**src/seq_cfg.svh**
```systemverilog
// Address map, field positions, reset values and timing counts of the self-test sequencer.
`ifndef SEQ_CFG_SVH
`define SEQ_CFG_SVH

// ----------------------------------------
// Register byte offsets
// ----------------------------------------
`define OFF_CTRL 8'h00
`define OFF_STATUS 8'h04
`define OFF_IRQ_STS 8'h08
`define OFF_IRQ_MASK 8'h0c
`define OFF_FRAMES 8'h10

// ----------------------------------------
// Field positions
// ----------------------------------------
`define CTRL_SELF_TEST 0
`define CTRL_SWAP 1
`define CTRL_GEN 2
`define CTRL_RESTART 3
`define IRQ_PHY 0
`define IRQ_PTP 1
`define IRQ_FRAME 2

// ----------------------------------------
// Reset values and constants
// ----------------------------------------
`define SWAP_RST 1'b1
`define GEN_RST 1'b1
`define MASK_RST 3'h0
`define PHY_ADDR 5'h07
`define PHY_NONE 16'hffff
`define PTP_FRAMES 2'h2
`define IFG_TICKS 4'hc
`define RESP_OKAY 2'h0
`define RESP_SLVERR 2'h2

// ----------------------------------------
// Timing
// ----------------------------------------
`define CLK_MHZ 125
`define SETTLE_NS 1000
`define SETTLE_CYC ((`SETTLE_NS * `CLK_MHZ + 999) / 1000)

`endif

```
**src/seq_pkg.sv**
```systemverilog
// Types shared by the self-test sequencer.
package seq_pkg;

    // Control states, Gray coded along the usual path.
    typedef enum logic [2:0] {
        ST_IDLE = 3'h0,
        ST_MDIO_RD = 3'h1,
        ST_MDIO_WAIT = 3'h3,
        ST_PTP_REQ = 3'h2,
        ST_PTP_WAIT = 3'h6,
        ST_RUN = 3'h7
    } seq_state_t;

    // Whole state of the sequencer in one record.
    typedef struct packed {
        seq_state_t st;
        logic [7:0] settle;
        logic [1:0] ptp_sent;
        logic [1:0] ptp_seen;
        logic phy_absent;
        logic self_test;
        logic swap_en;
        logic gen_en;
        logic [2:0] mask;
        logic [2:0] irq_sts;
        logic irq;
        logic [10:0] gen_len;
        logic [10:0] gen_idx;
        logic [3:0] gen_gap;
        logic [17:0][9:0] sr;
        logic [3:0] out_cnt;
        logic [7:0] tx_data;
        logic tx_valid;
        logic tx_last;
        logic lk1;
        logic lk2;
        logic lk3;
        logic mgmt_rd_req;
        logic mgmt_wr_req;
        logic ptp_tx_req;
        logic [15:0] frames;
        logic awready;
        logic wready;
        logic [7:0] aw_addr;
        logic [31:0] w_data;
        logic w_lane0;
        logic bvalid;
        logic [1:0] bresp;
        logic arready;
        logic rvalid;
        logic [31:0] rdata;
        logic [1:0] rresp;
    } seq_regs_t;

endpackage

```
**src/seq_top.sv**
```systemverilog
// Self-test sequencer: control state machine, pattern generator, address swap and AXI4-Lite registers.
//
// Added by the designer: the placing of the registers and register access over AXI4-Lite.
`timescale 1ns/1ns
`default_nettype none
`include "seq_cfg.svh"

module seq_top #(
    parameter bit avb_present = 1'b0,
    parameter logic [47:0] gen_destination_address = 48'h020000000002,
    parameter logic [47:0] gen_source_address = 48'h020000000001,
    parameter logic [10:0] gen_min_size = 11'h02e,
    parameter logic [10:0] gen_max_size = 11'h05dc,
    parameter bit gen_tag_insert_on = 1'b0,
    parameter logic [11:0] gen_tag_identifier = 12'h001,
    parameter logic [2:0] gen_tag_priority = 3'h0
) (
    // Clock, reset and enable.
    input wire logic clk,
    input wire logic resetn,
    input wire logic ce,
    // Link clock pin, paces the byte stream.
    input wire logic link_clk,
    // Received byte stream from the MAC.
    input wire logic [7:0] rx_data,
    input wire logic rx_valid,
    input wire logic rx_last,
    // Byte stream back to the MAC transmitter.
    output logic [7:0] tx_data,
    output logic tx_valid,
    output logic tx_last,
    // Management bus requests.
    output logic mgmt_rd_req,
    output logic mgmt_wr_req,
    output logic [4:0] phy_bus_address,
    input wire logic mgmt_rd_valid,
    input wire logic [15:0] mgmt_rd_data,
    // Timing frame handshake.
    output logic ptp_tx_req,
    input wire logic ptp_rx_seen,
    // Interrupt.
    output logic irq,
    // AXI4-Lite slave.
    input wire logic [7:0] awaddr,
    input wire logic awvalid,
    output logic awready,
    input wire logic [31:0] wdata,
    input wire logic [3:0] wstrb,
    input wire logic wvalid,
    output logic wready,
    output logic [1:0] bresp,
    output logic bvalid,
    input wire logic bready,
    input wire logic [7:0] araddr,
    input wire logic arvalid,
    output logic arready,
    output logic [31:0] rdata,
    output logic [1:0] rresp,
    output logic rvalid,
    input wire logic rready
);
    import seq_pkg::*;

    // ----------------------------------------
    // Generator frame layout
    // ----------------------------------------
    localparam int HDR = gen_tag_insert_on ? 16 : 12; // Bytes before the length field.
    localparam logic [31:0] TAG = {16'h8100, gen_tag_priority, 1'b0, gen_tag_identifier};

    seq_regs_t s_r; // Registered state.
    seq_regs_t s_nxt; // Next state.
    logic tick; // Rising edge seen on the link clock.
    logic gen_go; // Generator owns the stream.
    logic gen_last; // Generator is at its final byte.
    logic [7:0] gen_b; // Generator byte at the current index.
    logic [9:0] entry; // Byte entering the swap line.

    // Byte of a generated frame: addresses, optional tag, length, then a falling count.
    function automatic logic [7:0] gen_byte(input logic [10:0] i, input logic [10:0] len);
        int k;
        logic [10:0] d;
        k = int'(i);
        d = len - (i - 11'(HDR + 2));
        if (k < 6) gen_byte = gen_destination_address[8 * (5 - k) +: 8];
        else if (k < 12) gen_byte = gen_source_address[8 * (11 - k) +: 8];
        else if (k < HDR) gen_byte = TAG[8 * (15 - k) +: 8];
        else if (k == HDR) gen_byte = {5'h00, len[10:8]};
        else if (k == HDR + 1) gen_byte = len[7:0];
        else gen_byte = d[7:0];
    endfunction

    // ----------------------------------------
    // Next-state logic
    // ----------------------------------------
    // Everything is computed here; the clocked process only registers it.
    always_comb begin
        s_nxt = s_r;
        s_nxt.mgmt_rd_req = 1'b0;
        s_nxt.mgmt_wr_req = 1'b0;
        s_nxt.ptp_tx_req = 1'b0;
        s_nxt.tx_valid = 1'b0;
        // Two flops before the edge detector; lk1 feeds only lk2.
        s_nxt.lk1 = link_clk;
        s_nxt.lk2 = s_r.lk1;
        s_nxt.lk3 = s_r.lk2;
        tick = s_r.lk2 & ~s_r.lk3;
        gen_go = (s_r.st == ST_RUN) && s_r.gen_en && s_r.self_test;
        gen_last = int'(s_r.gen_idx) == HDR + 1 + int'(s_r.gen_len);
        gen_b = gen_byte(s_r.gen_idx, s_r.gen_len);
        entry = {rx_valid, rx_last, rx_data};

        // Write channel: address and data are taken in either order.
        if (s_r.awready && awvalid) begin
            s_nxt.awready = 1'b0;
            s_nxt.aw_addr = awaddr;
        end
        if (s_r.wready && wvalid) begin
            s_nxt.wready = 1'b0;
            s_nxt.w_data = wdata;
            s_nxt.w_lane0 = wstrb[0];
        end
        if (!s_r.awready && !s_r.wready && !s_r.bvalid) begin
            s_nxt.bvalid = 1'b1;
            s_nxt.bresp = `RESP_OKAY;
            unique case (s_r.aw_addr)
                `OFF_CTRL: begin
                    if (s_r.w_lane0) begin
                        s_nxt.self_test = s_r.w_data[`CTRL_SELF_TEST];
                        s_nxt.swap_en = s_r.w_data[`CTRL_SWAP];
                        s_nxt.gen_en = s_r.w_data[`CTRL_GEN];
                        // Restart rereads the PHY and replays the whole bring-up.
                        if (s_r.w_data[`CTRL_RESTART]) begin
                            s_nxt.st = ST_IDLE;
                            s_nxt.settle = 8'(`SETTLE_CYC);
                        end
                    end
                end
                `OFF_IRQ_MASK: begin
                    if (s_r.w_lane0) s_nxt.mask = s_r.w_data[2:0];
                end
                `OFF_STATUS, `OFF_IRQ_STS, `OFF_FRAMES: begin
                    s_nxt.bresp = `RESP_OKAY;
                end
                default: begin
                    s_nxt.bresp = `RESP_SLVERR;
                end
            endcase
        end
        if (s_r.bvalid && bready) begin
            s_nxt.bvalid = 1'b0;
            s_nxt.awready = 1'b1;
            s_nxt.wready = 1'b1;
        end

        // Read channel; a read of the event register clears it before new events land.
        if (s_r.arready && arvalid) begin
            s_nxt.arready = 1'b0;
            s_nxt.rvalid = 1'b1;
            s_nxt.rresp = `RESP_OKAY;
            unique case (araddr)
                `OFF_CTRL: s_nxt.rdata = {28'h0000000, 1'b0, s_r.gen_en, s_r.swap_en, s_r.self_test};
                `OFF_STATUS: s_nxt.rdata = {24'h000000, s_r.ptp_seen, s_r.ptp_sent, s_r.phy_absent, s_r.st};
                `OFF_IRQ_STS: begin
                    s_nxt.rdata = {29'h0000000, s_r.irq_sts};
                    s_nxt.irq_sts = 3'h0;
                end
                `OFF_IRQ_MASK: s_nxt.rdata = {29'h0000000, s_r.mask};
                `OFF_FRAMES: s_nxt.rdata = {16'h0000, s_r.frames};
                default: begin
                    s_nxt.rdata = 32'h00000000;
                    s_nxt.rresp = `RESP_SLVERR;
                end
            endcase
        end
        if (s_r.rvalid && rready) begin
            s_nxt.rvalid = 1'b0;
            s_nxt.arready = 1'b1;
        end

        // Control sequence: settle, probe the PHY, exchange timing frames if self_test and avb_present, then run.
        unique case (s_r.st)
            ST_IDLE: begin
                if (s_r.settle == 8'h00) s_nxt.st = ST_MDIO_RD;
                else s_nxt.settle = s_r.settle - 8'h01;
            end
            ST_MDIO_RD: begin
                s_nxt.mgmt_rd_req = 1'b1;
                s_nxt.st = ST_MDIO_WAIT;
            end
            ST_MDIO_WAIT: begin
                if (mgmt_rd_valid) begin
                    // All ones means nobody answers, so no PHY setup writes follow.
                    s_nxt.phy_absent = (mgmt_rd_data == `PHY_NONE);
                    s_nxt.mgmt_wr_req = (mgmt_rd_data != `PHY_NONE);
                    s_nxt.irq_sts[`IRQ_PHY] = 1'b1;
                    s_nxt.ptp_sent = 2'h0;
                    s_nxt.ptp_seen = 2'h0;
                    s_nxt.st = (s_r.self_test && avb_present) ? ST_PTP_REQ : ST_RUN;
                end
            end
            ST_PTP_REQ: begin
                s_nxt.ptp_tx_req = 1'b1;
                s_nxt.ptp_sent = s_r.ptp_sent + 2'h1;
                if (s_r.ptp_sent + 2'h1 == `PTP_FRAMES) s_nxt.st = ST_PTP_WAIT;
            end
            ST_PTP_WAIT: begin
                if (ptp_rx_seen) begin
                    s_nxt.ptp_seen = s_r.ptp_seen + 2'h1;
                    // Pattern traffic waits until both timing frames came back.
                    if (s_r.ptp_seen + 2'h1 == `PTP_FRAMES) begin
                        s_nxt.st = ST_RUN;
                        s_nxt.irq_sts[`IRQ_PTP] = 1'b1;
                    end
                end
            end
            ST_RUN: begin
                // Stays put; a restart decoded above has already chosen the idle state.
            end
            default: begin
                s_nxt.st = ST_IDLE;
            end
        endcase

        // One byte moves per rising link clock edge, generator or looped traffic alike.
        if (tick) begin
            if (gen_go) begin
                if (s_r.gen_gap != 4'h0) begin
                    s_nxt.gen_gap = s_r.gen_gap - 4'h1;
                    entry = 10'h000;
                end else begin
                    // Clean frames only: no error path exists in the generator.
                    entry = {1'b1, gen_last, gen_b};
                    s_nxt.gen_idx = s_r.gen_idx + 11'h001;
                    if (gen_last) begin
                        s_nxt.gen_idx = 11'h000;
                        s_nxt.gen_gap = `IFG_TICKS;
                        s_nxt.gen_len = (s_r.gen_len >= gen_max_size) ? gen_min_size
                                      : s_r.gen_len + 11'h001;
                        s_nxt.frames = s_r.frames + 16'h0001;
                        s_nxt.irq_sts[`IRQ_FRAME] = 1'b1;
                    end
                end
            end
            // Stage 11 leaves; stage 5 is six bytes younger, stage 17 six older.
            s_nxt.tx_valid = s_r.sr[11][9];
            s_nxt.tx_last = s_r.sr[11][8];
            if (s_r.swap_en && s_r.out_cnt < 4'h6) s_nxt.tx_data = s_r.sr[5][7:0];
            else if (s_r.swap_en && s_r.out_cnt < 4'hc) s_nxt.tx_data = s_r.sr[17][7:0];
            else s_nxt.tx_data = s_r.sr[11][7:0];
            if (s_r.sr[11][9]) begin
                if (s_r.sr[11][8]) s_nxt.out_cnt = 4'h0;
                else if (s_r.out_cnt < 4'hc) s_nxt.out_cnt = s_r.out_cnt + 4'h1;
            end else begin
                // An empty slot ends any frame, so a cut frame cannot skew the next swap.
                s_nxt.out_cnt = 4'h0;
            end
            s_nxt.sr = {s_r.sr[16:0], entry};
        end

        s_nxt.irq = |(s_nxt.irq_sts & s_nxt.mask);

        // Synchronous reset; the mode follows the build option.
        if (!resetn) begin
            s_nxt = '0;
            s_nxt.st = ST_IDLE;
            s_nxt.settle = 8'(`SETTLE_CYC);
            s_nxt.self_test = avb_present;
            s_nxt.swap_en = `SWAP_RST;
            s_nxt.gen_en = `GEN_RST;
            s_nxt.mask = `MASK_RST;
            s_nxt.gen_len = gen_min_size;
            s_nxt.awready = 1'b1;
            s_nxt.wready = 1'b1;
            s_nxt.arready = 1'b1;
        end
    end

    // ----------------------------------------
    // State register
    // ----------------------------------------
    // Clock enable freezes everything, except that reset always lands.
    always_ff @(posedge clk) begin
        if (ce || !resetn) s_r <= s_nxt;
    end

    assign tx_data = s_r.tx_data;
    assign tx_valid = s_r.tx_valid;
    assign tx_last = s_r.tx_last;
    assign mgmt_rd_req = s_r.mgmt_rd_req;
    assign mgmt_wr_req = s_r.mgmt_wr_req;
    assign phy_bus_address = `PHY_ADDR;
    assign ptp_tx_req = s_r.ptp_tx_req;
    assign irq = s_r.irq;
    assign awready = s_r.awready;
    assign wready = s_r.wready;
    assign bresp = s_r.bresp;
    assign bvalid = s_r.bvalid;
    assign arready = s_r.arready;
    assign rdata = s_r.rdata;
    assign rresp = s_r.rresp;
    assign rvalid = s_r.rvalid;

    // ----------------------------------------
    // Checks
    // ----------------------------------------
    AST_MODE_RESET: assert property (@(posedge clk) !$past(resetn) && resetn |-> s_r.self_test == avb_present)
        else $error("Mode after reset differs from build default.");
    AST_PTP_FIRST: assert property (@(posedge clk) disable iff (!resetn)
        $rose(s_r.st == ST_RUN) && s_r.self_test && avb_present |-> s_r.ptp_seen == `PTP_FRAMES)
        else $error("Pattern run began before both timing frames returned.");
    AST_GEN_IN_RUN: assert property (@(posedge clk) disable iff (!resetn)
        ce && tick && gen_go |-> s_r.st == ST_RUN && s_r.gen_en)
        else $error("Generator active outside the run state.");
    AST_GEN_TAIL: assert property (@(posedge clk) disable iff (!resetn)
        ce && tick && gen_go && s_r.gen_gap == 4'h0 && gen_last |-> gen_b == 8'h01 ##1 s_r.gen_gap == `IFG_TICKS)
        else $error("Generated frame did not end cleanly.");
    AST_SWAP_HEAD: assert property (@(posedge clk) disable iff (!resetn)
        ce && tick && s_r.swap_en && s_r.out_cnt < 4'h6 |=> s_r.tx_data == $past(s_r.sr[5][7:0]))
        else $error("Swapped header byte wrong.");
    AST_PASS: assert property (@(posedge clk) disable iff (!resetn)
        ce && tick && !s_r.swap_en |=> s_r.tx_data == $past(s_r.sr[11][7:0])
        && s_r.tx_valid == $past(s_r.sr[11][9]))
        else $error("Unswapped byte altered.");
    AST_PHY_SKIP: assert property (@(posedge clk) disable iff (!resetn)
        ce && s_r.st == ST_MDIO_WAIT && mgmt_rd_valid |=>
        s_r.mgmt_wr_req == ($past(mgmt_rd_data) != `PHY_NONE))
        else $error("PHY setup not skipped on all ones.");
    AST_PHY_ADDR: assert property (@(posedge clk) disable iff (!resetn)
        s_r.mgmt_rd_req |-> phy_bus_address == `PHY_ADDR ##1 s_r.st == ST_MDIO_WAIT || !ce)
        else $error("PHY probe at wrong address.");
    COV_RUN: cover property (@(posedge clk) disable iff (!resetn) $rose(s_r.st == ST_RUN));
    COV_FRAME: cover property (@(posedge clk) disable iff (!resetn) s_r.tx_valid && s_r.tx_last);
    COV_PTP: cover property (@(posedge clk) disable iff (!resetn) s_r.st == ST_PTP_WAIT ##1 s_r.st == ST_RUN);

endmodule // seq_top

`default_nettype wire

```
**config.mk**
```make
export PLATFORM = sky130hd
export DESIGN_NAME = seq_top
export DESIGN_NICKNAME = d
export VERILOG_FILES = /design/src/seq_pkg.sv /design/src/seq_top.sv
export VERILOG_INCLUDE_DIRS = /design/src
export SDC_FILE = /design/constraint.sdc
export NUM_CORES = 1
export LEC_CHECK = 0
export BUFFER_PORTS_ARGS = -buffer_cell sky130_fd_sc_hd__buf_2
export CAP_MARGIN = 20
export CORE_UTILIZATION = 40
export DETAILED_ROUTE_END_ITERATION = 8
export PLACE_DENSITY = 0.64
export SYNTH_ARGS = -nofsm -noshare
export SYNTH_HDL_FRONTEND = slang
export SYNTH_SLANG_ARGS = --single-unit
export TNS_END_PERCENT = 1
```
**constraint.sdc**
```tcl
create_clock -name clk -period 6.3 [get_ports clk]
set_input_delay 0.63 -clock clk [delete_from_list [all_inputs] [get_ports clk]]
set_output_delay 0.63 -clock clk [all_outputs]
set_load 0.02 [all_outputs]
```
# --- Word-level counts from Yosys, hierarchy flattened ---
# Index checks and enable logic that the tools add are counted.
# W data, S select, Z words.
totals:
  reg_bits: 320
  wordCells: 230
classes:
  add_sub_neg: 13
  magnitude_cmp: 5
  n_eq_ne: 42
  shifts: 2
  mux: 65
  bitwise: 4
  reduce_logical: 45
op_table:
  columns: ["cell", "count"]
  rows:
  - ["$mux W220", 1]
  - ["$shiftx A48 B15 Y8 const A", 2]
  - ["$pmux W16 S5", 1]
  - ["$mux W8", 9]
  - ["$mux W16", 4]
  - ["$mux W11", 5]
  - ["$mux W26", 2]
  - ["$mux W3", 12]
  - ["$mux W36", 1]
  - ["$eq A8 B4 Y1 const B", 4]
  - ["$logic_not A8 Y1", 3]
  - ["$add A11 B1 Y11 const B", 2]
  - ["$eq A11 B5 Y1 const B", 2]
  - ["$mux W22", 1]
  - ["$ne A2 B1 Y1 const B", 11]
  - ["$ne A3 B1 Y1 const B", 7]
  - ["$mux W10", 2]
  - ["$reduce_and A2 Y1", 10]
  - ["$pmux W3 S6", 1]
  - ["$add A16 B1 Y16 const B", 1]
  - ["$eq A16 B16 Y1 const B", 1]
  - ["$eq A8 B3 Y1 const B", 2]
  - ["$eq A8 B5 Y1 const B", 2]
  - ["$mux W4", 4]
  - ["other kinds (42)", 86]

# --- Depth between registers and ports, before layout ---
# Gate-level depths: netlist (run 1).
depth:
  word_depth: 9
  depth_mapped: 12

# --- Least setup slack after synthesis (run 1) ---
# OpenSTA, ideal clock, no wires.
synth_path:
  kind: "input-to-reg"
  from: "in resetn"
  to: "reg s_r[118] (netlist name), enable pin"
  t_arrival_ps: 4565
  path_slack_ps: 297
  path_stages: 5
  path_buffers: 4
  cell_sequence: "clkbuf_1 clkbuf_1 clkbuf_1 clkbuf_1 nand2_1"
synth_between:
  elab_chain_cells: 3
  word_cells_on_any_way: 4
  cone_classes: "1 x eq/ne; 3 x reduce/logical"
synth_rtl:
  columns: ["item", "line", "text"]
  rows:
  - ["start, declared", "seq_top.sv:20", "input wire logic resetn,"]
  - ["$logic_not A1 Y1", "seq_top.sv:283", "if (ce || !resetn) s_r <= s_nxt;"]
  - ["$logic_or A1 B1 Y1", "seq_top.sv:283", null]
  - ["$reduce_and A2 Y1 (no line) *", null, null]
  - ["end signal, assigned", "seq_top.sv:283", null]
  - ["end, declared", "seq_top.sv:70", "seq_regs_t s_r;"]
# Mark *: on every way between the ends. The rest lies on a longest branch, timed or not.
# A chain may end at the register's enable or synchronous reset.

# --- Worst setup path after layout (run 1) ---
layout_path:
  from: "reg s_r[313] (netlist name)"
  to: "reg s_r[97] (netlist name), enable pin"
layout_between:
  elab_chain_cells: 4
layout_rtl:
  columns: ["item", "line", "text"]
  rows:
  - ["$add A4 B11 Y12", "seq_top.sv:108", "gen_last = int'(s_r.gen_idx) == HDR + 1 + int'(s_r.gen_len);"]
  - ["$eq A11 B12 Y1", "seq_top.sv:108", null]
  - ["$ne A2 B1 Y1 (no line)", null, null]
  - ["$reduce_and A5 Y1 (no line)", null, null]
# No other way between the ends.

==> summary.md, run 1 <==
| Metric | Value |
|---|---|
| Outcome | `complete, no violations` |
| Top area cells in the synthesized netlist | `edfxtp_1 (62%), and3_1 (8.0%), buf_4 (2.7%)` |
| Largest net degree at the start of global routing | `163` |
| CP cell instances | `ha_1, o311ai_1, maj3_1, a22oi_1, a21oi_1, nand4_1, o21ai_2, buf_4` |
| WP data arrival | `3.38 ns` |
| Biggest register | `s_r` |
| Max stage delay cell, worst path | `edfxtp_1` |
| H-Tree Depth | `1` |
| Fmax | `317 MHz` |
| Port Buffer Count | `94` |
| Multi-input gate area | `4670 µm²` |
| Asr flop ratio synth | `0` |
| Mapped Cells | `1148` |
| Top sig layer | `met4` |
| Area share of the largest cell type after synthesis | `0.619` |
| Total wire length | `26500 µm` |
| Clk_skew | `0.0142 ns` |
| Via count | `8631` |
| Endpoints failing setup | `0` |
| 1st-pass router iterations | `5` |
| Max-slew violations | `0` |
| Overflow after GRT | `0` |
| Fillers | `3197` |
| Predominant post-synthesis flop cell | `edfxtp_1` |
| Worst Tran Pin Value | `1.01 ns` |
| Max reg flops | `256` |
| CTS Buf Count | `31` |
| Area after DPL | `14700 µm²` |
| Crit path kind | `reg -> reg` |
| HPWL Detailed | `16500 µm` |
| P per Cell Area | `290 nW/µm²` |
| Max clock buf depth | `3` |
| Max VDD drop | `0.229 mV` |
| Drt drc | `0` |
| Netlist Area Pre-Place | `14200 µm²` |
| Sequential element share of the synthesized area | `0.619` |
| Crit path launch type | `flip-flop` |
| Post-synth EDFFs | `292` |
| PostCTS Resize Cnt | `0` |
| Vias in the first global route | `8272` |
| Die area | `36200 µm²` |
| Core ar. | `34700 µm²` |
| Worst-path clk slew | `0.07 ns` |
| Most common cell after layout, fill and taps aside | `edfxtp_1` |
| Number of synthesized register bits | `292` |
| # hold bufs at CTS | `0` |
| Synth-to-layout area growth | `11.1%` |
| TritonCTS clock tree | `done` |
| Post-CTS Setup Bufs | `0` |
| Final hold vios | `0` |
| CP max stage delay | `0.54 ns` |
| Critical-path maximum fanout | `27` |
| Synth cell types | `73` |
| Synth warn | `0` |
| Routed length on met2 | `12100 µm` |
| M1 WL | `12700 µm` |
| DIE WIDTH | `190 µm` |
| HP Class | `in -> reg` |
| Commonest cells after routing, fill and taps aside | `edfxtp_1 (292), and3_1 (181), buf_2 (93)` |
| Final instance area | `15700 µm²` |
| TritonCTS sink count | `292` |
| Top-Level Pins | `149` |
| First-pass GRT wire length | `43400 µm` |
| Rel. slew slack | `0.327` |
| Met3 wire length | `1160 µm` |
| Post-layout min period | `3.16 ns` |
| Total negative slack | `0 ns` |
| WL/cell | `16.0 µm` |
| Initial antenna violation count | `0` |
| GP Congestion | `0.883` |
| Die height | `190 µm` |
| Root buf cell | `clkbuf_16` |
| Share of cells above drive strength 1 | `0.142` |
| # rows | `68` |
| RSZ-0062 raised after global routing | `false` |
| Max Cap Viol | `0` |
| Vias per inst | `5.21` |
| Final period utilization | `0.501` |
| Post-synth top area cell | `edfxtp_1` |
| Worst setup EP type | `flip-flop` |
| GR Util All Layers | `0.148` |
| Final net count | `1297` |
| Syn avg cell area | `12.3 µm²` |
| N_diodes | `0` |
| P_leak | `6.46 nW` |
| Initial core utilization | `0.408` |
| Clk_lat worst skew | `0.57 ns` |
| Initial DRC Count | `713` |
| FF/Latch Area | `8770 µm²` |
| ANT nets after route | `0` |
| Worst EP required | `6.52 ns` |
worst max-delay path, delay by kind of cell (launching register included):
| kind | cells | cell delay, ns |
|---|---|---|
| simple gates | 1 | 0.38 |
| flops | 1 | 0.54 |
| fa+ha+maj | 2 | 0.63 |
| buf+inv | 1 | 0.38 |
| compound gates | 4 | 0.87 |
layout make-up:
cell class | instances | share of cell area
multi-input cells | 715 | 0.297
clock buffers | 39 | 0.0512
repair buffers | 100 | 0.0352
clock inverters | 19 | 0.0142
flip-flops and latches | 292 | 0.557
inverters | 37 | 0.00883
well taps | 455 | 0.0362
worst paths after layout:
check	startpoint	endpoint	slack, ns	depth (start not counted)
min reg2reg	s_r[103]	s_r[102]	0.53	1
max	s_r[313]	s_r[97]	3.14	8
max reg2reg	s_r[313]	s_r[97]	3.14	8
min	awaddr[7]	s_r[79]	0.35	2
metrics by stage:
| step | setup WS (ns) | cells | util | power (mW) | hold WS [ns] |
|---|---|---|---|---|---|
| 4_1_cts | 3.18 | 1656 | 0.452 | 4.61 | 0.330 |
| 5_1_grt | 2.96 | 1657 | 0.453 | 4.74 | 0.339 |
| 2_1_floorplan | 0.297 | 1169 | - | 2.68 | 0.503 |
| 3_3_place_gp | 3.22 | 1598 | 0.423 | 2.76 | 0.507 |
| 3_5_place_dp | 3.18 | 1598 | 0.423 | 2.77 | 0.512 |
| 6_report | 3.14 | 1657 | 0.453 | 4.56 | 0.351 |
where the power goes:
group          switching, mW  internal (mW)  leakage [nW]
registers             0.0694           2.28          3.03
logic                  0.245          0.133          2.93
clock network          0.757           1.08         0.495
logic make-up (layout without fill, tap and decap cells):
group | Yosys count | after routing | synth area share
simple gates | 463 | 463 | 0.187
flops | 292 | 292 | 0.619
buf+inv | 162 | 195 | 0.0579
compound gates | 130 | 130 | 0.0611
xor+xnor | 50 | 50 | 0.0309
fa+ha+maj | 32 | 32 | 0.0286
mux | 17 | 17 | 0.0153
other cells | 2 | 23 | 0.000530
cell usage after synthesis, drive strengths merged (6+ instances only):
library cell,number
a21oi,25
xor2,18
edfxtp,292
a21boi,6
a22oi,15
inv,37
nor3,26
ha,30
nand4,19
o211ai,6
mux2i,10
nor2b,8
o21ai,31
nand2,58
clkbuf,66
and3,181
o21a,6
nor4,6
xnor2,32
a211oi,16
nor2,69
buf,59
and2,40
nand3,27
per-layer routing:
layer | vias up | track usage
met4 | 0 | 0.0437
li1 | 4229 | -
met5 | - | 0
met2 | 182 | 0.229
met3 | 44 | 0.0212
met1 | 4176 | 0.215
Note: power is estimated with default switching activity, not from simulation.
==> inputs of run 2 (changes only) <==
- ABC_AREA: not set -> 1
- PLACE_DENSITY: 0.64 -> 0.62
- clock period: 6.3 -> 3.18 ns (I/O delays scaled with it)
==> summary.md, run 2 <==
| Metric | Value |
|---|---|
| CTS Buf Count | `34` |
| Max VDD drop | `0.365 mV` |
| H-Tree Depth | `2` |
| P per Cell Area | `564 nW/µm²` |
| Fmax | `385 MHz` |
| CP max stage delay | `0.52 ns` |
| Max-slew violations | `0` |
| HP Class | `in -> reg` |
| Syn avg cell area | `9.67 µm²` |
| Die area | `36800 µm²` |
| RSZ-0062 raised after global routing | `false` |
| Port Buffer Count | `94` |
| # hold bufs at CTS | `0` |
| GP Congestion | `0.879` |
| R2R depth | `13` |
| # rows | `69` |
| Hold Path Sink | `s_r[40]` |
| Predominant post-synthesis flop cell | `edfxtp_1` |
| Synth warn | `0` |
| Crit path kind | `reg -> reg` |
| Clk_lat worst skew | `0.52 ns` |
| Max clock buf depth | `3` |
| P_leak | `6.63 nW` |
| Initial DRC Count | `553` |
| Crit Reg-Reg Startpoint | `s_r[302]` |
| Family with the most delay on the worst path | `simple AND/OR/NAND/NOR gates` |
| Biggest register | `s_r` |
| Share of cells above drive strength 1 | `0.122` |
| ANT nets after route | `0` |
| FF-to-FF End | `s_r[93]` |
| Commonest cells after routing, fill and taps aside | `nand2_1 (355), edfxtp_1 (292), nor2_1 (264)` |
| Clk_skew | `0.0323 ns` |
| CP startpoint | `s_r[302]` |
| Via count | `9856` |
| Commonest cells post-synth | `nand2_1 (356), edfxtp_1 (292), nor2_1 (266), inv_1 (147), a21oi_1 (58)` |
| HPWL Detailed | `19100 µm` |
| First-pass GRT wire length | `47100 µm` |
| Sequential element share of the synthesized area | `0.609` |
| GR Util All Layers | `0.159` |
| Synth cell types | `44` |
| Die height | `192 µm` |
| Initial core utilization | `0.406` |
| Worst-path clk slew | `0.06 ns` |
| Initial antenna violation count | `0` |
| R2r setup slk | `0.58 ns` |
| Synth-to-layout area growth | `12.5%` |
| WP data arrival | `2.77 ns` |
| Post-CTS Setup Bufs | `0` |
| Vias in the first global route | `9477` |
| Max stage delay cell, worst path | `edfxtp_1` |
| Total negative slack | `0 ns` |
| 1st-pass router iterations | `5` |
| Netlist Area Pre-Place | `14400 µm²` |
| Outcome | `complete, no violations` |
| Top-Level Pins | `149` |
| Asr flop ratio synth | `0` |
| Number of synthesized register bits | `292` |
| Endpoints failing setup | `0` |
| Area share of the largest cell type after synthesis | `0.609` |
| Hold depth | `3` |
| Min-delay src | `wdata[0]` |
| Count leader, synth | `nand2_1` |
| N_diodes | `0` |
| Final Hold Slack | `0.0471 ns` |
| Overflow after GRT | `0` |
| Worst Tran Pin Value | `0.769 ns` |
| Max Cap Viol | `0` |
| Critical-path maximum fanout | `21` |
| Root buf cell | `clkbuf_16` |
| Worst setup EP type | `flip-flop` |
| Total wire length | `28800 µm` |
| Vias per inst | `4.83` |
| Max reg flops | `256` |
| Top area cells in the synthesized netlist | `edfxtp_1 (61%), nand2_1 (9.3%), nor2_1 (6.9%)` |
| TritonCTS sink count | `292` |
| WP buf/inv | `3` |
| Drt drc | `0` |
| CP cell instances | `ha_1, inv_1, nand2_1, nor2_1, nand3_1, nor2_1, nand2_1, nor2_2, nand2_2, clkinv_2, nand2_1, o21ai_2, buf_4` |
| Post-layout min period | `2.60 ns` |
| Final net count | `1675` |
| WL/cell | `14.1 µm` |
| Crit path launch type | `flip-flop` |
| Final hold vios | `0` |
| Final period utilization | `0.817` |
| Most common cell after layout, fill and taps aside | `nand2_1` |
| Core ar. | `35500 µm²` |
| DIE WIDTH | `192 µm` |
| Rel. slew slack | `0.487` |
| Top cell by count, worst path | `nand2_1` |
| TritonCTS clock tree | `done` |
| PostCTS Resize Cnt | `0` |
| Post-synth top area cell | `edfxtp_1` |
| Post-synth EDFFs | `292` |
| Mapped Cells | `1489` |
| Tot Pwr | `9.14 mW` |
| Worst EP required | `3.36 ns` |
| Largest net degree at the start of global routing | `167` |
run 2: cell types whose count changed in the layout (fill, tap and decap cells not counted), moves of 33 or more:
| cell | delta |
|---|---|
| a21oi_1 | +33 |
| and2_1 | -38 |
| and3_1 | -181 |
| inv_1 | +107 |
| nand2_1 | +298 |
| nor2_1 | +195 |
run 2: how the worst max path moves through the flow:
stage | to | slack (ns) | cells past startpoint
floorplan | s_r[118] | -0.59 | 6
global placement | s_r[97] | 0.59 | 13
detailed placement | s_r[97] | 0.58 | 13
CTS | s_r[97] | 0.56 | 13
global route | s_r[92] | 0.39 | 13
finish | s_r[93] | 0.58 | 13
run 2: power by group:
part / total, mW / internal, mW / switching (mW)
logic: 0.853 / 0.258 / 0.596
clock network: 3.64 / 2.08 / 1.56
registers: 4.64 / 4.52 / 0.122
total: 9.14 / 6.86 / 2.28
run 2: per-layer routing:
| layer | track usage | up-vias | share of wire |
|---|---|---|---|
| met5 | 0 | - | 0 |
| met4 | 0.0470 | 0 | 0.019 |
| met3 | 0.0256 | 43 | 0.042 |
| met2 | 0.252 | 185 | 0.45 |
| met1 | 0.223 | 4637 | 0.48 |
| li1 | - | 4991 | - |
run 2: through the flow:
| step | setup slack, ns | instances | util | area [µm²] |
|---|---|---|---|---|
| 6_report | 0.583 | 2042 | 0.456 | 16200 |
| 5_1_grt | 0.385 | 2042 | 0.456 | 16200 |
| 4_1_cts | 0.561 | 2042 | 0.456 | 16200 |
| 3_5_place_dp | 0.582 | 1980 | 0.427 | 15100 |
| 3_3_place_gp | 0.591 | 1980 | 0.427 | 15100 |
| 2_1_floorplan | -0.587 | 1510 | - | 14500 |
run 2: cell type report:
class	count	area [µm²]
clock inverters	20	166
well taps	461	577
multi-input cells	966	4570
clock buffers	42	881
repair buffers	111	661
fillers	3356	19300
inverters	150	573
flip-flops and latches	292	8770
run 2: worst register-to-register path, delay by kind of cell, from the launching register on:
family / cells / cell delay [ns]
compound gates: 1 / 0.16
simple gates: 8 / 0.73
buf+inv: 3 / 0.48
fa+ha+maj: 1 / 0.37
flops: 1 / 0.52
run 2: cells by family (layout without fill, tap and decap cells):
kind of cell / count (synthesis) / in the layout / synth area share
other: 2 / 23 / 0.000522
AND/OR/NAND/NOR: 750 / 750 / 0.214
XOR/XNOR: 25 / 25 / 0.0152
flip-flops: 292 / 292 / 0.609
AO/OA/AOI/OAI: 137 / 137 / 0.0532
buffers and inverters: 252 / 323 / 0.0805
adder cells (fa/ha/maj): 31 / 31 / 0.0275
